### src/rtl/iqe_pkg.sv
// package for the io agent feature-enable block: addresses, fields, reset values
// assumes a single processor clock and synchronous active-high reset
package iqe_pkg;

    // model-specific address of the feature-enable register
    localparam logic [31:0] FEAT_ADDR        = 32'h0000_0c83;
    // identification query leaves and sub-leaves
    localparam logic [31:0] LEAF_MONITOR     = 32'h0000_000f;
    localparam logic [31:0] LEAF_ALLOC       = 32'h0000_0010;
    localparam logic [31:0] SUBLEAF_L3       = 32'h0000_0001;
    localparam logic [31:0] SUBLEAF_L2       = 32'h0000_0002;
    // bit positions in query results
    localparam int          BIT_OCC_MON      = 9;
    localparam int          BIT_BW_MON       = 10;
    localparam int          BIT_IO_ALLOC     = 1;
    localparam int          BIT_CDP          = 2;
    // bit positions in the feature-enable register
    localparam int          BIT_ALLOC_EN     = 0;
    localparam int          BIT_MON_EN       = 1;
    localparam int          FEAT_DEF_BITS    = 2;
    localparam logic [63:0] FEAT_RESET       = 64'h0000_0000_0000_0000;
    localparam logic [63:0] FEAT_RSVD_MASK   = 64'hffff_ffff_ffff_fffc;

    // platform capability straps
    typedef struct packed {
        logic occ_mon;       // processor-agent occupancy monitor present
        logic bw_mon;        // processor-agent bandwidth monitor present
        logic alloc;         // processor-agent cache allocation present
        logic code_data_split_priority;           // code/data split priority present
        logic io_occ_mon;    // non-processor occupancy monitor present
        logic io_bw_mon;     // non-processor bandwidth monitor present
        logic io_alloc;      // non-processor cache allocation present
    } iqe_caps_s;

    // register access request
    typedef struct packed {
        logic        valid;
        logic        write;
        logic [31:0] addr;
        logic [63:0] wdata;
    } iqe_req_s;

    // register access answer
    typedef struct packed {
        logic        valid;
        logic        fault;
        logic [63:0] rdata;
    } iqe_rsp_s;

    // identification query answer
    typedef struct packed {
        logic        valid;
        logic [31:0] res_a;
        logic [31:0] res_c;
    } iqe_id_rsp_s;

endpackage

### src/rtl/iqe_id_query.sv
// identification query decode for the non-processor agent capability bits
// assumes leaf/sub-leaf requests arrive as one-cycle strobes on ref_clk
`timescale 1ns/10ps
module iqe_id_query
(
    input  wire logic              ref_clk,
    input  wire logic              srst,
    input  wire iqe_pkg::iqe_caps_s caps,
    input  wire logic              id_valid,
    input  wire logic [31:0]       id_leaf,
    input  wire logic [31:0]       id_subleaf,
    output iqe_pkg::iqe_id_rsp_s   id_rsp
);

    iqe_pkg::iqe_id_rsp_s rsp_reg;
    iqe_pkg::iqe_id_rsp_s rsp_next;

    always_comb
    begin
        rsp_next       = '0;
        rsp_next.valid = id_valid;
        if (id_valid && id_leaf == iqe_pkg::LEAF_MONITOR && id_subleaf == iqe_pkg::SUBLEAF_L3)
        begin
            rsp_next.res_a[iqe_pkg::BIT_OCC_MON] = caps.io_occ_mon;
            rsp_next.res_a[iqe_pkg::BIT_BW_MON]  = caps.io_bw_mon;
        end
        if (id_valid && id_leaf == iqe_pkg::LEAF_ALLOC && id_subleaf == iqe_pkg::SUBLEAF_L3)
        begin
            rsp_next.res_c[iqe_pkg::BIT_IO_ALLOC] = caps.io_alloc;
            rsp_next.res_c[iqe_pkg::BIT_CDP]      = caps.code_data_split_priority;
        end
        // second-level sub-leaf gets no agent bits, stays zero
    end

    always_ff @(posedge ref_clk)
    begin
        if (srst)
            rsp_reg <= '0;
        else
            rsp_reg <= rsp_next;
    end

    assign id_rsp = rsp_reg;

    a_id_l2_clear: assert property (@(posedge ref_clk) disable iff (srst)
        id_valid && id_leaf == iqe_pkg::LEAF_ALLOC && id_subleaf == iqe_pkg::SUBLEAF_L2
        |=> id_rsp.valid && id_rsp.res_c == 32'h0000_0000)
        else $error("second-level sub-leaf reported agent bits");

    a_id_occ_bit: assert property (@(posedge ref_clk) disable iff (srst)
        id_valid && id_leaf == iqe_pkg::LEAF_MONITOR && id_subleaf == iqe_pkg::SUBLEAF_L3
        |=> id_rsp.res_a[iqe_pkg::BIT_OCC_MON] == $past(caps.io_occ_mon)
            && id_rsp.res_a[iqe_pkg::BIT_BW_MON] == $past(caps.io_bw_mon))
        else $error("monitor capability bits wrong");

    a_id_alloc_bit: assert property (@(posedge ref_clk) disable iff (srst)
        id_valid && id_leaf == iqe_pkg::LEAF_ALLOC && id_subleaf == iqe_pkg::SUBLEAF_L3
        |=> id_rsp.res_c[iqe_pkg::BIT_IO_ALLOC] == $past(caps.io_alloc)
            && id_rsp.res_c[iqe_pkg::BIT_CDP] == $past(caps.code_data_split_priority))
        else $error("allocation capability bits wrong");

endmodule

### src/rtl/iqe_feature_enable.sv
// feature-enable register for non-processor agent cache/bandwidth qos, one per l3
// assumes privileged register accesses arrive as one-cycle strobes on ref_clk
`timescale 1ns/10ps

// How it works
// - monitor leaf sub-leaf one reports occupancy monitor capability in bit 9.
// - same sub-leaf reports bandwidth monitor capability in bit 10.
// - allocation leaf sub-leaf one reports agent allocation capability in bit 1.
// - allocation sub-leaf bit 2 still reports code/data split support.
// - second-level allocation sub-leaf reports no agent capability bits.
// - enable register exists whenever any agent capability bit is set.
// - enable bit 0 activates agent allocation features.
// - enable bit 1 activates agent monitoring features.
// - monitoring enable only supported when an agent monitor capability exists.
// - allocation enable only supported when an agent allocation capability exists.
// - register resets to zero; both feature classes start disabled.
// - writing nonzero into bits 63 to 2 faults with code zero.
// - enabling a feature without its processor-agent base feature faults.
// - memory-mapped enables of unsupported features are silently ignored.
// - agent features obey existing tag count limits per cache level.
// - one register per l3; software programs all with one value.
module iqe_feature_enable
#(
    parameter int MON_TAG_MAX   = 256,
    parameter int CLASS_TAG_MAX = 16
)
(
    input  wire logic               ref_clk,
    input  wire logic               srst,
    input  wire iqe_pkg::iqe_caps_s caps,
    input  wire iqe_pkg::iqe_req_s  req,
    output iqe_pkg::iqe_rsp_s       rsp,
    input  wire logic               id_valid,
    input  wire logic [31:0]        id_leaf,
    input  wire logic [31:0]        id_subleaf,
    output iqe_pkg::iqe_id_rsp_s    id_rsp,
    input  wire logic               cfg_valid,
    input  wire logic               cfg_is_alloc,
    input  wire logic [15:0]        cfg_tag,
    output logic                    cfg_accept,
    output logic                    alloc_active,
    output logic                    monitor_active
);

    // tags are 16 bits wide and compares 17, so limits above 65536 would accept no further tag
    if (MON_TAG_MAX < 1 || MON_TAG_MAX > 65536 || CLASS_TAG_MAX < 1 || CLASS_TAG_MAX > 65536)
    begin : g_bad_limits
        $error("tag limits out of range");
    end

    localparam logic [16:0] MON_LIM   = 17'(MON_TAG_MAX);
    localparam logic [16:0] CLASS_LIM = 17'(CLASS_TAG_MAX);

    logic [1:0]        feat_reg;
    logic [1:0]        feat_next;
    iqe_pkg::iqe_rsp_s rsp_reg;
    iqe_pkg::iqe_rsp_s rsp_next;
    logic              cfg_accept_reg;
    logic              cfg_accept_next;
    logic              reg_present;
    logic              mon_ok;
    logic              alloc_ok;
    logic              hit;
    logic              fault;

    // register decodes only if some agent capability exists
    assign reg_present = caps.io_occ_mon | caps.io_bw_mon | caps.io_alloc;
    // monitoring enable needs agent monitor plus base feature
    // base processor-agent feature is a prerequisite
    assign mon_ok   = ((caps.io_occ_mon & caps.occ_mon) | (caps.io_bw_mon & caps.bw_mon));
    // allocation enable needs agent allocation plus base feature
    assign alloc_ok = caps.io_alloc & caps.alloc;
    // full address compare: neighbouring addresses fault instead of aliasing
    assign hit      = req.valid && req.addr == iqe_pkg::FEAT_ADDR;

    always_comb
    begin
        fault = 1'b0;
        if (req.valid)
        begin
            if (!hit || !reg_present)
                fault = 1'b1;
            else if (req.write)
            begin
                if ((req.wdata & iqe_pkg::FEAT_RSVD_MASK) != 64'h0000_0000_0000_0000)
                    fault = 1'b1;
                // enabling a feature whose base is absent faults
                else if (req.wdata[iqe_pkg::BIT_MON_EN] && !mon_ok)
                    fault = 1'b1;
                else if (req.wdata[iqe_pkg::BIT_ALLOC_EN] && !alloc_ok)
                    fault = 1'b1;
            end
        end
    end

    // any fault leaves the enables untouched, so a bad write is harmless
    always_comb
    begin
        feat_next = feat_reg;
        if (req.valid && req.write && !fault)
            feat_next = req.wdata[iqe_pkg::FEAT_DEF_BITS-1:0];
    end

    always_ff @(posedge ref_clk)
    begin
        if (srst)
            feat_reg <= iqe_pkg::FEAT_RESET[iqe_pkg::FEAT_DEF_BITS-1:0];
        else
            feat_reg <= feat_next;
    end

    always_comb
    begin
        rsp_next       = '0;
        rsp_next.valid = req.valid;
        rsp_next.fault = fault;
        // a faulted read answers zero, never stale enables
        // read returns enables, reserved zero
        if (req.valid && !req.write && !fault)
            rsp_next.rdata = {62'h0, feat_reg};
    end

    always_ff @(posedge ref_clk)
    begin
        if (srst)
            rsp_reg <= '0;
        else
            rsp_reg <= rsp_next;
    end

    // memory-mapped configuration gate, accepted only when the class is enabled
    always_comb
    begin
        cfg_accept_next = 1'b0;
        if (cfg_valid)
        begin
            // unsupported or disabled feature config silently dropped
            // tags beyond the reported limits are dropped too
            if (cfg_is_alloc)
                cfg_accept_next = feat_reg[iqe_pkg::BIT_ALLOC_EN] && ({1'b0, cfg_tag} < CLASS_LIM);
            else
                cfg_accept_next = feat_reg[iqe_pkg::BIT_MON_EN] && ({1'b0, cfg_tag} < MON_LIM);
        end
    end

    always_ff @(posedge ref_clk)
    begin
        if (srst)
            cfg_accept_reg <= 1'b0;
        else
            cfg_accept_reg <= cfg_accept_next;
    end

    // one instance per l3; software keeps copies equal
    assign rsp            = rsp_reg;
    assign cfg_accept     = cfg_accept_reg;
    assign alloc_active   = feat_reg[iqe_pkg::BIT_ALLOC_EN];
    assign monitor_active = feat_reg[iqe_pkg::BIT_MON_EN];

    iqe_id_query u_id_query
    (
        .ref_clk    (ref_clk),
        .srst       (srst),
        .caps       (caps),
        .id_valid   (id_valid),
        .id_leaf    (id_leaf),
        .id_subleaf (id_subleaf),
        .id_rsp     (id_rsp)
    );

    // register bus checks
    a_rsvd_fault: assert property (@(posedge ref_clk) disable iff (srst)
        req.valid && req.write && hit
        && (req.wdata & iqe_pkg::FEAT_RSVD_MASK) != 64'h0000_0000_0000_0000
        |=> rsp.valid && rsp.fault && $stable(feat_reg))
        else $error("reserved write not faulted");

    a_reset_clear: assert property (@(posedge ref_clk)
        srst |=> !alloc_active && !monitor_active && !rsp.valid)
        else $error("enables not cleared by reset");

    a_mon_support: assert property (@(posedge ref_clk) disable iff (srst)
        !mon_ok |-> ##1 !$rose(monitor_active))
        else $error("monitor enabled without capability");

    a_alloc_support: assert property (@(posedge ref_clk) disable iff (srst)
        !alloc_ok |-> ##1 !$rose(alloc_active))
        else $error("allocation enabled without capability");

    a_write_takes: assert property (@(posedge ref_clk) disable iff (srst)
        req.valid && req.write && !fault
        |=> alloc_active == $past(req.wdata[0]) && monitor_active == $past(req.wdata[1]))
        else $error("accepted write not applied");

    a_read_back: assert property (@(posedge ref_clk) disable iff (srst)
        req.valid && !req.write && hit && reg_present
        |=> !rsp.fault && rsp.rdata == {62'h0, monitor_active, alloc_active})
        else $error("read value wrong");

    a_absent_reg: assert property (@(posedge ref_clk) disable iff (srst)
        req.valid && !reg_present |=> rsp.fault)
        else $error("access to absent register not faulted");

    a_fault_keeps: assert property (@(posedge ref_clk) disable iff (srst)
        req.valid && req.write && fault
        |=> rsp.valid && rsp.fault && $stable(feat_reg))
        else $error("faulted write changed the enables");

    a_mon_base: assert property (@(posedge ref_clk) disable iff (srst)
        req.valid && req.write && hit && req.wdata[iqe_pkg::BIT_MON_EN] && !mon_ok
        |=> rsp.valid && rsp.fault)
        else $error("monitor enable without capability not faulted");

    a_alloc_base: assert property (@(posedge ref_clk) disable iff (srst)
        req.valid && req.write && hit && req.wdata[iqe_pkg::BIT_ALLOC_EN] && !alloc_ok
        |=> rsp.valid && rsp.fault)
        else $error("allocation enable without capability not faulted");

    a_addr_miss: assert property (@(posedge ref_clk) disable iff (srst)
        req.valid && !hit |=> rsp.valid && rsp.fault)
        else $error("access to other address not faulted");

    a_rsp_pulse: assert property (@(posedge ref_clk) disable iff (srst)
        !req.valid |=> !rsp.valid)
        else $error("answer without request");

    a_rsp_answer: assert property (@(posedge ref_clk) disable iff (srst)
        req.valid |=> rsp.valid)
        else $error("request left without answer");

    a_rdata_rsvd: assert property (@(posedge ref_clk) disable iff (srst)
        rsp.valid |-> rsp.rdata[63:2] == '0)
        else $error("reserved read bits not zero");

    a_fault_rdata: assert property (@(posedge ref_clk) disable iff (srst)
        req.valid && fault |=> rsp.rdata == 64'h0000_0000_0000_0000)
        else $error("faulted access returned data");

    a_write_rdata: assert property (@(posedge ref_clk) disable iff (srst)
        req.valid && req.write |=> rsp.rdata == 64'h0000_0000_0000_0000)
        else $error("write returned data");

    a_enable_hold: assert property (@(posedge ref_clk) disable iff (srst)
        !(req.valid && req.write) |=> $stable(feat_reg))
        else $error("enables changed without a write");

    a_good_write: assert property (@(posedge ref_clk) disable iff (srst)
        req.valid && req.write && hit && reg_present
        && (req.wdata & iqe_pkg::FEAT_RSVD_MASK) == 64'h0000_0000_0000_0000
        && (!req.wdata[iqe_pkg::BIT_MON_EN] || mon_ok)
        && (!req.wdata[iqe_pkg::BIT_ALLOC_EN] || alloc_ok)
        |=> rsp.valid && !rsp.fault)
        else $error("legal write faulted");

    // configuration gate checks
    a_cfg_gate: assert property (@(posedge ref_clk) disable iff (srst)
        cfg_valid && !cfg_is_alloc && !monitor_active |=> !cfg_accept)
        else $error("config accepted while monitoring disabled");

    a_tag_limit: assert property (@(posedge ref_clk) disable iff (srst)
        cfg_valid && cfg_is_alloc && {1'b0, cfg_tag} >= CLASS_LIM |=> !cfg_accept)
        else $error("service class tag over limit accepted");

    a_alloc_gate: assert property (@(posedge ref_clk) disable iff (srst)
        cfg_valid && cfg_is_alloc && !alloc_active |=> !cfg_accept)
        else $error("config accepted while allocation disabled");

    a_mon_tag_limit: assert property (@(posedge ref_clk) disable iff (srst)
        cfg_valid && !cfg_is_alloc && {1'b0, cfg_tag} >= MON_LIM |=> !cfg_accept)
        else $error("monitor tag over limit accepted");

    a_alloc_pass: assert property (@(posedge ref_clk) disable iff (srst)
        cfg_valid && cfg_is_alloc && alloc_active && {1'b0, cfg_tag} < CLASS_LIM
        |=> cfg_accept)
        else $error("legal allocation config dropped");

    a_mon_pass: assert property (@(posedge ref_clk) disable iff (srst)
        cfg_valid && !cfg_is_alloc && monitor_active && {1'b0, cfg_tag} < MON_LIM
        |=> cfg_accept)
        else $error("legal monitor config dropped");

    a_both_off: assert property (@(posedge ref_clk) disable iff (srst)
        cfg_valid && !alloc_active && !monitor_active |=> !cfg_accept)
        else $error("config accepted with both classes disabled");

    a_cfg_quiet: assert property (@(posedge ref_clk) disable iff (srst)
        !cfg_valid |=> !cfg_accept)
        else $error("config accepted without attempt");

    // scenario covers
    c_enable_both: cover property (@(posedge ref_clk) disable iff (srst)
        alloc_active && monitor_active);
    c_fault_seen: cover property (@(posedge ref_clk) disable iff (srst)
        rsp.valid && rsp.fault);
    c_cfg_taken: cover property (@(posedge ref_clk) disable iff (srst)
        cfg_accept);
    c_tag_refused: cover property (@(posedge ref_clk) disable iff (srst)
        cfg_valid && cfg_is_alloc && alloc_active && {1'b0, cfg_tag} >= CLASS_LIM);
    c_read_enabled: cover property (@(posedge ref_clk) disable iff (srst)
        rsp.valid && !rsp.fault && rsp.rdata[1:0] == 2'b11);

endmodule

### config.mk
export PLATFORM = sky130hd
export DESIGN_NAME = iqe_feature_enable
export DESIGN_NICKNAME = d
export VERILOG_FILES = /design/src/rtl/iqe_pkg.sv /design/src/rtl/iqe_id_query.sv /design/src/rtl/iqe_feature_enable.sv
export SDC_FILE = /design/constraint.sdc
export NUM_CORES = 1
export LEC_CHECK = 0
export ABC_AREA = 1
export BUFFER_PORTS_ARGS = -buffer_cell sky130_fd_sc_hd__buf_4
export CORE_AREA = 2 2 127 129
export DETAILED_ROUTE_END_ITERATION = 16
export DIE_AREA = 0 0 129 131
export GPL_ROUTABILITY_DRIVEN = 0
export HOLD_SLACK_MARGIN = 0.05
export SLEW_MARGIN = 20
export SYNTH_ARGS = -nofsm -noshare
export SYNTH_HDL_FRONTEND = slang
export SYNTH_HIERARCHICAL = 1
export SYNTH_SLANG_ARGS = --single-unit
export TNS_END_PERCENT = 20
### constraint.sdc
create_clock -name ref_clk -period 1.15 [get_ports ref_clk]
set_input_delay 0.115 -clock ref_clk [delete_from_list [all_inputs] [get_ports ref_clk]]
set_output_delay 0.115 -clock ref_clk [all_outputs]
set_load 0.05 [all_outputs]
==> flow_metrics.tcl <==
set metrics [dict create \
    max_cap_viol_count 0 \
    port_buffers 197 \
    grt_max_degree 8 \
    htreeDepth 1 \
    hold_violations 0 \
    vias 2440 \
    synth_warnings 6 \
    post-cts-setup-buffer-count 0 \
    via_per_inst 3.08 \
    critPathMaxFanout 3 \
    cp-end-kind "flip-flop" \
    fillers 1802 \
    period_minus_slack_ns 0.998 \
    initial_utilization 0.136 \
    dp_slack_ns -0.165 \
    grt_first_pass_wirelength_um 9470 \
    grt_pass1_vias 2050 \
    fin_ws_ns 0.152 \
    dieArea_um2 16900 \
    clock.fmax_mhz 1000 \
    antenna_found_initial 0 \
    routed_wl_um 7050 \
    io_pins 324 \
    critPathLaunchType "input port" \
    synth.avg_cell_area_um2 5.72 \
    slew_viol_final 0 \
    overflow 0 \
    cts_root_buffer "clkbuf_16" \
    clkLatencyLatePin_ns 0.24 \
    outcome "finished, final reports clean" \
    ys_types 17 \
    post-dp-hpwl_um 6550 \
    cts.sinks 12 \
    arrival_ns 1.13 \
    syn-cell-area_um2 2120 \
    area_growth_pct 68.4 \
    fp.coreArea_um2 15600 \
    place_area_um2 3450 \
    yosysSeqAreaShare 0.113 \
    ant_nets 0 \
    cts_buffers 3 \
    critPathRequiredTime_ns 1.28 \
    post-route-util 0.229 \
    largest_register_ffs 5 \
    clkSlewWorstSetupHoldPaths_ns 0.05 \
    final_cell_area_um2 3570 \
    die-height_um 131 \
    fin_tns_setup_ns 0 \
    worst_ir_drop_vdd_uv 339 \
    finalSetupViolCount 0 \
    nNetsFinal 767 \
    syn_inst 371 \
    fin_crit_sh 0.868 \
    track_usage 0.0706 \
    skew_ns 0.00199 \
    cts_buffer_depth 2 \
    crit_type "in -> reg" \
    drtPass1Iterations 4 \
    power_leakage_nw 1.97 \
    placementRows 46 \
    hp-class "in -> reg" \
    cts_tree "built" \
    route.detailed.drc 0 \
    n_antenna_cell 0 \
    drt-initial-drc-count 29 \
    drive_gt1_frac 0.380 \
    power_density_nw_per_um2 755 \
    fp.dieW_um 129 \
    wl_per_cell_um 8.90 \
    synth_seq_cells 12 \
]
worst paths after layout:
path,cells after the start,from,slack [ns],end
min,3,caps[3],0.1,u_id_query/id_rsp[2]$_SDFF_PP0_
max,9,req[25],0.15,feat_reg[1]$_SDFFE_PP0P_
max reg2reg,4,feat_reg[0]$_SDFFE_PP0P_,0.34,cfg_accept$_SDFF_PP0_
min reg2reg,2,feat_reg[1]$_SDFFE_PP0P_,0.51,rsp[1]$_SDFF_PP0_
per-stage QoR:
step / std cells / power (mW) / hold slack (ns)
final: 792 / 2.70 / 0.0959
after floorplan: 491 / 1.76 / 0.184
after global routing: 792 / 2.85 / 0.122
after detailed placement: 788 / 1.99 / 0.344
after global placement: 788 / 1.98 / 0.335
after CTS: 792 / 2.72 / 0.0939
area by class of cell:
cell class	count	area, um2	area share
Timing Repair Buffer	203	1530	0.428
Multi-Input combinational cell	323	1320	0.369
Tap cell	216	270	0.0757
Sequential cell	12	240	0.0673
Inverter	34	128	0.0357
Clock buffer	4	88.8	0.0249
critical path: stages:
cell	delay [ns]
buf_4	0.11
nor2_1	0.15
nand4_1	0.14
nor2_1	0.16
nand2_2	0.10
nor2_4	0.15
nand4_1	0.10
nand2_1	0.07
nor2_1	0.04
repair_timing:
action	CTS	global route
hold endpoints to repair	0	0
setup endpoints to repair	0	3
hold buffers	0	0
resized for setup	0	10
cell usage after synthesis (all sizes together):
cell / instances / share of area
conb: 2 / 0.0035
nor2: 111 / 0.20
o21ai: 1 / 0.0024
nand3b: 1 / 0.0035
nor3: 2 / 0.0047
nand2: 60 / 0.11
buf: 122 / 0.43
or2: 1 / 0.0030
inv: 34 / 0.060
a21oi: 3 / 0.0071
nand4: 7 / 0.021
nor4: 4 / 0.012
nand3: 11 / 0.028
dfxtp: 12 / 0.11
cell usage in the layout (no fill, tap or decap):
cell       instances
inv_1             34
o21ai_0            1
or2_0              1
nand2_1           58
nor4_1             4
clkbuf_16          3
nor2_4             3
buf_6              1
nor3_1             2
a21oi_1            3
nand4_1            7
nor2_2             5
nor2_1           103
nand3_2            2
nand3b_1           1
clkbuf_8           1
conb_1           122
dfxtp_1           12
buf_4            202
nand2_2            2
nand3_1            9
metal layers:
| layer | up-vias | share of wire | wire, um | GRT usage |
|---|---|---|---|---|
| met5 | - | 0 | 0 | 0 |
| li1 | 1285 | - | - | - |
| met4 | 0 | 0.0027 | 19 | 0.00959 |
| met1 | 985 | 0.36 | 2570 | 0.0817 |
| met3 | 2 | 0.11 | 785 | 0.0102 |
| met2 | 168 | 0.52 | 3670 | 0.140 |
kinds of logic (layout without fill, tap and decap cells):
logic type / after synthesis / in the layout / synth area share
flops: 12 / 12 / 0.113
other cells: 2 / 122 / 0.00354
buf+inv: 156 / 241 / 0.492
compound gates: 4 / 4 / 0.00944
simple gates: 197 / 197 / 0.382
report_power, final:
| part | internal, mW | switching (mW) | total, mW |
|---|---|---|---|
| logic | 0.473 | 1.09 | 1.57 |
| clock network | 0.525 | 0.182 | 0.707 |
| registers | 0.423 | 0.00174 | 0.425 |
| total | 1.42 | 1.28 | 2.70 |
(Power assumes the default switching activity.)
